--- config.mk ---
export PLATFORM = sky130hd
export DESIGN_NAME = tmz_timer
export DESIGN_NICKNAME = d
export VERILOG_FILES = /design/src/rtl/tmz_pkg.sv /design/src/rtl/tmz_edge.sv /design/src/rtl/tmz_prescaler.sv /design/src/rtl/tmz_timer.sv
export SDC_FILE = /design/constraint.sdc
export NUM_CORES = 1
export LEC_CHECK = 0
export ABC_AREA = 1
export BUFFER_PORTS_ARGS = -buffer_cell sky130_fd_sc_hd__buf_2
export CORE_MARGIN = 2
export CORE_UTILIZATION = 35
export CTS_BUF_LIST = sky130_fd_sc_hd__clkbuf_4 sky130_fd_sc_hd__clkbuf_8 sky130_fd_sc_hd__clkbuf_16
export DETAILED_ROUTE_END_ITERATION = 6
export PLACE_DENSITY_LB_ADDON = 0.2
export RECOVER_POWER = 50
export SYNTH_ARGS = -nofsm -noshare
export SYNTH_HDL_FRONTEND = slang
export SYNTH_SLANG_ARGS = --single-unit
--- constraint.sdc ---
create_clock -name CLK -period 2.05 [get_ports CLK]
set_input_delay 0.3075 -clock CLK [delete_from_list [all_inputs] [get_ports CLK]]
set_output_delay 0.3075 -clock CLK [all_outputs]
set_load 0.05 [all_outputs]
--- src/rtl/tmz_pkg.sv ---
// Shared constants for the 8-bit timer with shared prescaler
package tmz_pkg;

    // ************************************************************
    // Register map and widths
    // ************************************************************
    localparam int unsigned ADDR_W       = 2;
    localparam int unsigned DATA_W       = 8;
    localparam logic [1:0]  OFS_COUNT    = 2'h0;
    localparam logic [1:0]  OFS_OPTION   = 2'h1;
    localparam logic [1:0]  OFS_INTCTL   = 2'h2;

    // ************************************************************
    // Field positions
    // ************************************************************
    localparam int unsigned OPT_CSEL     = 5;   // Clock source select
    localparam int unsigned OPT_ESEL     = 4;   // Source edge select
    localparam int unsigned OPT_ASSIGN   = 3;   // Prescaler assignment
    localparam int unsigned OPT_RATE_LO  = 0;   // Prescale rate, 3 bits
    localparam int unsigned INT_EN       = 5;   // Overflow interrupt enable
    localparam int unsigned INT_FLAG     = 2;   // Overflow flag

    // ************************************************************
    // Reset values
    // ************************************************************
    localparam logic [7:0]  RST_COUNT    = 8'h00;
    localparam logic [7:0]  RST_OPTION   = 8'hFF;
    localparam logic [7:0]  RST_MAX      = 8'hFF;

    // ************************************************************
    // Timing
    // ************************************************************
    localparam int unsigned CLK_PER_INSTR = 4;  // Clocks per instruction cycle
    localparam logic [1:0]  PH_Q2         = 2'h1;
    localparam logic [1:0]  PH_Q4         = 2'h3;
    localparam logic [1:0]  INHIBIT_INSTR = 2'h2;

endpackage : tmz_pkg

--- src/rtl/tmz_edge.sv ---
// Selected-edge detector for the external count input
`timescale 1ns/100ps
module tmz_edge (
    // Clock and reset
    input  wire logic CLK,
    input  wire logic NRST,
    // Pin and selection
    input  wire logic pin,
    input  wire logic fall_sel,
    // Detected edge
    output logic      pulse
);

    logic prev;

    // ************************************************************
    // Edge capture
    // ************************************************************

    // Previous pin level
    always_ff @(posedge CLK) begin
        if (!NRST) begin
            prev <= 1'b0;
        end else begin
            prev <= pin;
        end
    end

    always_ff @(posedge CLK) begin
        if (!NRST) begin
            pulse <= 1'b0;
        end else begin
            pulse <= fall_sel ? (prev & ~pin) : (~prev & pin);
        end
    end
endmodule : tmz_edge

--- src/rtl/tmz_prescaler.sv ---
// Shared binary prescaler with selectable tap
`timescale 1ns/100ps
module tmz_prescaler #(
    parameter int unsigned STAGES = 8
) (
    // Clock and reset
    input  wire logic       CLK,
    input  wire logic       NRST,
    // Control
    input  wire logic       clr,
    input  wire logic       evt,
    input  wire logic [2:0] rate,
    // Divided event
    output logic            tick
);

    logic [STAGES-1:0] cnt;

    initial begin
        if (STAGES != 8) $error("tmz_prescaler serves eight stages only");
    end

    // Low bits that must be all ones for the chosen ratio
    function automatic logic [STAGES-1:0] tap_mask(input logic [2:0] r);
        tap_mask = STAGES'((9'h002 << r) - 9'h001);
    endfunction : tap_mask

    // ************************************************************
    // Counter
    // ************************************************************

    always_ff @(posedge CLK) begin
        if (!NRST || clr) begin
            cnt <= '0;
        end else if (evt) begin
            cnt <= cnt + 1'b1;
        end
    end

    // ratio two to the rate plus one
    assign tick = evt && !clr && ((cnt & tap_mask(rate)) == tap_mask(rate));
endmodule : tmz_prescaler

--- src/rtl/tmz_timer.sv ---
// 8-bit timer/counter with prescaler shared with the watchdog
`timescale 1ns/100ps

module tmz_timer #(
    parameter int unsigned WIDTH = 8
) (
    // Clock and reset
    input  wire logic                          CLK,
    input  wire logic                          NRST,
    // Register port
    input  wire logic [tmz_pkg::ADDR_W-1:0]    ADDR,
    input  wire logic [tmz_pkg::DATA_W-1:0]    WDATA,
    input  wire logic                          WR,
    input  wire logic                          RD,
    output logic      [tmz_pkg::DATA_W-1:0]    RDATA,
    // External count input and core state
    input  wire logic                          COUNT_INPUT_PIN,
    input  wire logic                          SLEEP,
    // Watchdog side of the shared prescaler
    input  wire logic                          WATCHDOG_TICK,
    input  wire logic                          WATCHDOG_CLEAR_INSTRUCTION,
    output logic                               WATCHDOG_PRESCALED,
    // Interrupt request
    output logic                               TIMER_INT
);

    logic [WIDTH-1:0] count_reg;
    logic [7:0]       option_reg;
    logic             overflow_flag;
    logic             overflow_int_enable;
    logic [1:0]       phase;
    logic [1:0]       inhibit;
    logic             pending;
    logic             edge_pulse;
    logic             pre_tick;
    logic             q2;
    logic             q4;
    logic             wr_count;
    logic             wr_intctl;
    logic             clock_source_select;
    logic             prescaler_assign;
    logic             src_evt;
    logic             div_evt;
    logic             inc_req;
    logic             inc_ok;
    logic             wrap;

    initial begin
        if (WIDTH != 8) $error("tmz_timer supports an 8-bit count only");
    end

    // ************************************************************
    // Decode and option fields
    // ************************************************************

    // Register write selects
    assign wr_count  = WR && (ADDR == tmz_pkg::OFS_COUNT);
    assign wr_intctl = WR && (ADDR == tmz_pkg::OFS_INTCTL);

    assign prescaler_assign    = option_reg[tmz_pkg::OPT_ASSIGN];
    assign clock_source_select = option_reg[tmz_pkg::OPT_CSEL];

    // Instruction-cycle phases
    assign q2 = (phase == tmz_pkg::PH_Q2);
    assign q4 = (phase == tmz_pkg::PH_Q4);

    // ************************************************************
    // Instruction-cycle phase counter
    // ************************************************************

    // Four clocks per instruction cycle
    always_ff @(posedge CLK) begin
        if (!NRST) begin
            phase <= 2'h0;
        end else begin
            phase <= phase + 2'h1;
        end
    end

    // ************************************************************
    // Event sources and prescaler
    // ************************************************************

    tmz_edge u_edge (
        .CLK      (CLK),
        .NRST     (NRST),
        .pin      (COUNT_INPUT_PIN),
        .fall_sel (option_reg[tmz_pkg::OPT_ESEL]),
        .pulse    (edge_pulse)
    );

    assign src_evt = clock_source_select ? edge_pulse : q4;

    // count write clears it for the timer
    // watchdog clear clears it for the watchdog
    tmz_prescaler #(
        .STAGES (8)
    ) u_pre (
        .CLK  (CLK),
        .NRST (NRST),
        .clr  (prescaler_assign ? WATCHDOG_CLEAR_INSTRUCTION : wr_count),
        .evt  (prescaler_assign ? WATCHDOG_TICK : src_evt),
        .rate (option_reg[tmz_pkg::OPT_RATE_LO +: 3]),
        .tick (pre_tick)
    );

    assign div_evt = prescaler_assign ? src_evt : pre_tick;

    // Prescaled watchdog tick
    always_ff @(posedge CLK) begin
        if (!NRST) begin
            WATCHDOG_PRESCALED <= 1'b0;
        end else begin
            WATCHDOG_PRESCALED <= prescaler_assign && pre_tick;
        end
    end

    // ************************************************************
    // Counter-mode synchroniser
    // ************************************************************

    // hold divided edge until Q2 or Q4
    always_ff @(posedge CLK) begin
        if (!NRST) begin
            pending <= 1'b0;
        end else if (!clock_source_select || (q2 || q4)) begin
            pending <= 1'b0;
        end else if (div_evt) begin
            pending <= 1'b1;
        end
    end

    // Increment request for either mode
    assign inc_req = clock_source_select ? ((q2 || q4) && (pending || div_evt)) : div_evt;

    assign inc_ok = inc_req && (inhibit == 2'h0) && !SLEEP && !wr_count;
    assign wrap   = inc_ok && (count_reg == tmz_pkg::RST_MAX);

    // ************************************************************
    // Write inhibit
    // ************************************************************

    always_ff @(posedge CLK) begin
        if (!NRST) begin
            inhibit <= 2'h0;
        end else if (wr_count) begin
            inhibit <= tmz_pkg::INHIBIT_INSTR;
        end else if (q4 && (inhibit != 2'h0)) begin
            inhibit <= inhibit - 2'h1;
        end
    end

    // ************************************************************
    // Registers
    // ************************************************************

    always_ff @(posedge CLK) begin
        if (!NRST) begin
            count_reg <= tmz_pkg::RST_COUNT;
        end else if (wr_count) begin
            count_reg <= WDATA;
        end else if (inc_ok) begin
            count_reg <= count_reg + 1'b1;
        end
    end

    // Option register
    always_ff @(posedge CLK) begin
        if (!NRST) begin
            option_reg <= tmz_pkg::RST_OPTION;
        end else if (WR && (ADDR == tmz_pkg::OFS_OPTION)) begin
            option_reg <= WDATA;
        end
    end

    // set on wrap, set beats clear
    always_ff @(posedge CLK) begin
        if (!NRST) begin
            overflow_flag <= 1'b0;
        end else if (wrap) begin
            overflow_flag <= 1'b1;
        end else if (wr_intctl) begin
            overflow_flag <= WDATA[tmz_pkg::INT_FLAG];
        end
    end

    // Interrupt enable bit
    always_ff @(posedge CLK) begin
        if (!NRST) begin
            overflow_int_enable <= 1'b0;
        end else if (wr_intctl) begin
            overflow_int_enable <= WDATA[tmz_pkg::INT_EN];
        end
    end

    always_ff @(posedge CLK) begin
        if (!NRST) begin
            TIMER_INT <= 1'b0;
        end else begin
            TIMER_INT <= overflow_int_enable && overflow_flag;
        end
    end

    // Read data one cycle after strobe
    always_ff @(posedge CLK) begin
        if (!NRST) begin
            RDATA <= '0;
        end else if (RD) begin
            case (ADDR)
                tmz_pkg::OFS_COUNT:  RDATA <= count_reg;
                tmz_pkg::OFS_OPTION: RDATA <= option_reg;
                tmz_pkg::OFS_INTCTL: begin
                    RDATA                    <= '0;
                    RDATA[tmz_pkg::INT_EN]   <= overflow_int_enable;
                    RDATA[tmz_pkg::INT_FLAG] <= overflow_flag;
                end
                default:             RDATA <= '0;
            endcase
        end else begin
            RDATA <= '0;
        end
    end
endmodule : tmz_timer

==> metrics <==
fillcell total slightly above 600; CP cell instances nor2_4 > nand2_2 > ha_4 > nor2_1 > nor2_1 > nand2_1 > nor2_1 > nand2_1 > nor2_2 > nand3_2 > nand3_4 > nand2_4 > nand2_8 > nand2_1 > a21oi_1; combinational share of power between 10% and 20%; Die Footprint 6600 um2; row count 28; min-delay worst type input pin to flop; Slew @ Worst Pin ~700 ps; largest cells by area after synthesis dfxtp_1 (41%), nand2_1 (14%), nand3_1 (6.7%); Final setup viols 0; power per cell area ~730 nW/um2; # nets final between 300 and 400; MaxCap Viol Count 0; top cell type's share of synthesized area between 40% and 50%; CTS tree done; sequential fraction of the synthesis area roughly 41%; Total Routing Usage GR between 15 and 20%; I/O pin count 28; critical path's slowest cell dfxtp_4; antenna viol nets, final 0; Layout area overhead 24.1%; Hold Path Depth 3; via/cell ratio between 4 and 5; yosys warns 0; Arr. time, crit path between 2000 and 2500 ps; worst hold endpoint u_edge.prev$_SDFF_PN0_; Die Span Y a little over 80 um; fin. max-slew vios 0; Sum Neg Setup Slack 0 ps; IO buf count 27; share of layout cells above drive strength 1 21.8%; Total Routed Length 5120 um; leakage power 1.13 nW; Worst-path clk slew ~80 ps; RSZ-0062 raised after global routing true; DP HPWL 3760 um; clock sink total between 40 and 50; Hold Crit Start COUNT_INPUT_PIN; diode count 0; CTS max path bufs 2; crit-path max FO 8; CTS H-Tree Depth 2; Syn Area/Cell just over 7 um2; 1st-iter DRT viols between 80 and 90; f_max between 0.5 and 0.6 GHz; Mapped Cells 294; #FFs+latches synth 43; part of the cycle the worst path needs between 90% and 100%; Reg power frac between 40% and 50%; number of synthesized flops with an enable pin 0; Starting Density between 30% and 40%; CP peak stage delay around 380 ps; Setup crit start kind flop; Mapped Area about 2100 um2; Sw Pwr about 0.46 mW; Via Count around 2,000; Clock Skew 2.85 ps; Post-synth top cells nand2_1 (80), dfxtp_1 (43), inv_1 (33), nand3_1 (28), a21oi_1 (23); largest net degree at the start of global routing 17; Cells after DPL a little under 400; syn_nets approximately 320; Clk Latency, worst-skew pair 290 ps; post-synth cell types 27; Worst R2R Path Depth 15; worst vdd ir between 0.0002 and 0.0003 V; Post-synth ARST share 0%; drt first pass iters 4; clock root buffer clkbuf_8; sw frac 24.6%; first-pass GRT wire length between 7000 and 8000 um; vias in the first global route approximately 1,700; Worst Path Required approximately 2300 ps; area post-placement 2340 um2; Core Region between 5000 and 6000 um2; Remaining DRCs 0; global placement routability congestion 0.874; top cell type by total area after synthesis dfxtp_1; design area 2590 um2; FF-to-FF setup slack 50 ps; status completed; die width 81.3 um; Slew HR a little over half; Clock power frac roughly two fifths; WS Path Type flop to flop; Critical R2R Launch option_reg[0]$_SDFFE_PN1P_; worst reg2reg path endpoint count_reg[5]$_SDFFE_PN0P_; count leader, synth nand2_1; Internal roughly 1.4 mW; CP Capture Type flop; final hold violation count 0; global route total overflow 0; wire per inst around 12 um; Non-Filler Instances between 400 and 500; Primary FF master, synth dfxtp_1; post-layout min period ~2000 ps; initial antenna violation count 0; cts bufs inserted 5
worst max path at each step:
stage                                     from                        end  slack [ps]  cells after the start
floorplan           option_reg[0]$_SDFFE_PN1P_  count_reg[0]$_SDFFE_PN0P_         260                     15
global placement    option_reg[0]$_SDFFE_PN1P_  count_reg[7]$_SDFFE_PN0P_          90                     15
detailed placement  option_reg[0]$_SDFFE_PN1P_  count_reg[1]$_SDFFE_PN0P_          10                     15
CTS                 option_reg[0]$_SDFFE_PN1P_  count_reg[1]$_SDFFE_PN0P_           2                     15
global route        option_reg[0]$_SDFFE_PN1P_  count_reg[1]$_SDFFE_PN0P_         -60                     15
finish              option_reg[0]$_SDFFE_PN1P_  count_reg[5]$_SDFFE_PN0P_          50                     15
layout by cell type (no fill, tap or decap), types with 6 or more instances in the layout:
cell,count
nand2_1,78
dfxtp_1,40
inv_1,32
buf_2,27
nand3_1,26
a21oi_1,21
nor2_1,18
o21ai_0,12
buf_4,10
xor2_1,6
nor3_1,6
cells by family after synthesis:
group                      Yosys count  synth area share [%]
DFF                                 43                  41.2
adders and majority gates            6                  3.59
and+or+nand+nor                    147                  31.1
buffers and inverters               41                  7.42
xor gates and xnor gates             8                  3.35
AOI/OAI and AO/OA                   49                  13.3
layer usage:
metal	vias to the layer above	wire length (um)	share of wire, %	global-route usage [%]
met5	-	0	0	0
met4	0	66	1.3	5.25
met3	6	264	5.2	3.56
met2	44	2340	46	24.5
met1	878	2450	48	21.7
li1	1033	-	-	-
layout make-up:
class | count | area, um2 | share of cell area (%)
Sequential cell | 43 | 870 | 33.5
Clock inverter | 3 | 67.6 | 2.60
Inverter | 36 | 138 | 5.31
Tap cell | 75 | 93.8 | 3.62
Clock buffer | 5 | 68.8 | 2.65
Multi-Input combinational cell | 211 | 1150 | 44.2
Timing Repair Buffer | 37 | 210 | 8.10
power by group through the flow:
stage	logic (mW)	clock network, mW	registers (mW)
after global placement	0.202	0	0.902
after detailed placement	0.204	0	0.903
after floorplan	0.117	0	0.916
final	0.217	0.788	0.883
after CTS	0.205	0.809	0.883
after global routing	0.245	0.843	0.887
through the flow:
stage          worst slack [ps]  power, mW  utilization [%]  hold WS [ps]
2_1_floorplan               255       1.03                -           405
3_3_place_gp               87.9       1.10             40.1           436
3_5_place_dp               10.6       1.11             40.1           451
4_1_cts                    1.85       1.90             42.4           211
5_1_grt                   -61.9       1.97             44.3           242
6_report                   50.1       1.89             44.3           222
worst max-delay path: cells and delay by family (launching register included):
family                   cells  cell delay [ps]
flip-flops                   1              380
AO/OA/AOI/OAI                1              120
adder cells (fa/ha/maj)      1              260
AND/OR/NAND/NOR             13             1190
what timing repair did:
action	in CTS	in global routing
resized for setup	1	20
pin swaps	1	6
cloned	0	1
setup buffers	0	4
hold buffers	0	0
setup endpoints to repair	7	10
(Power assumes the default switching activity.)
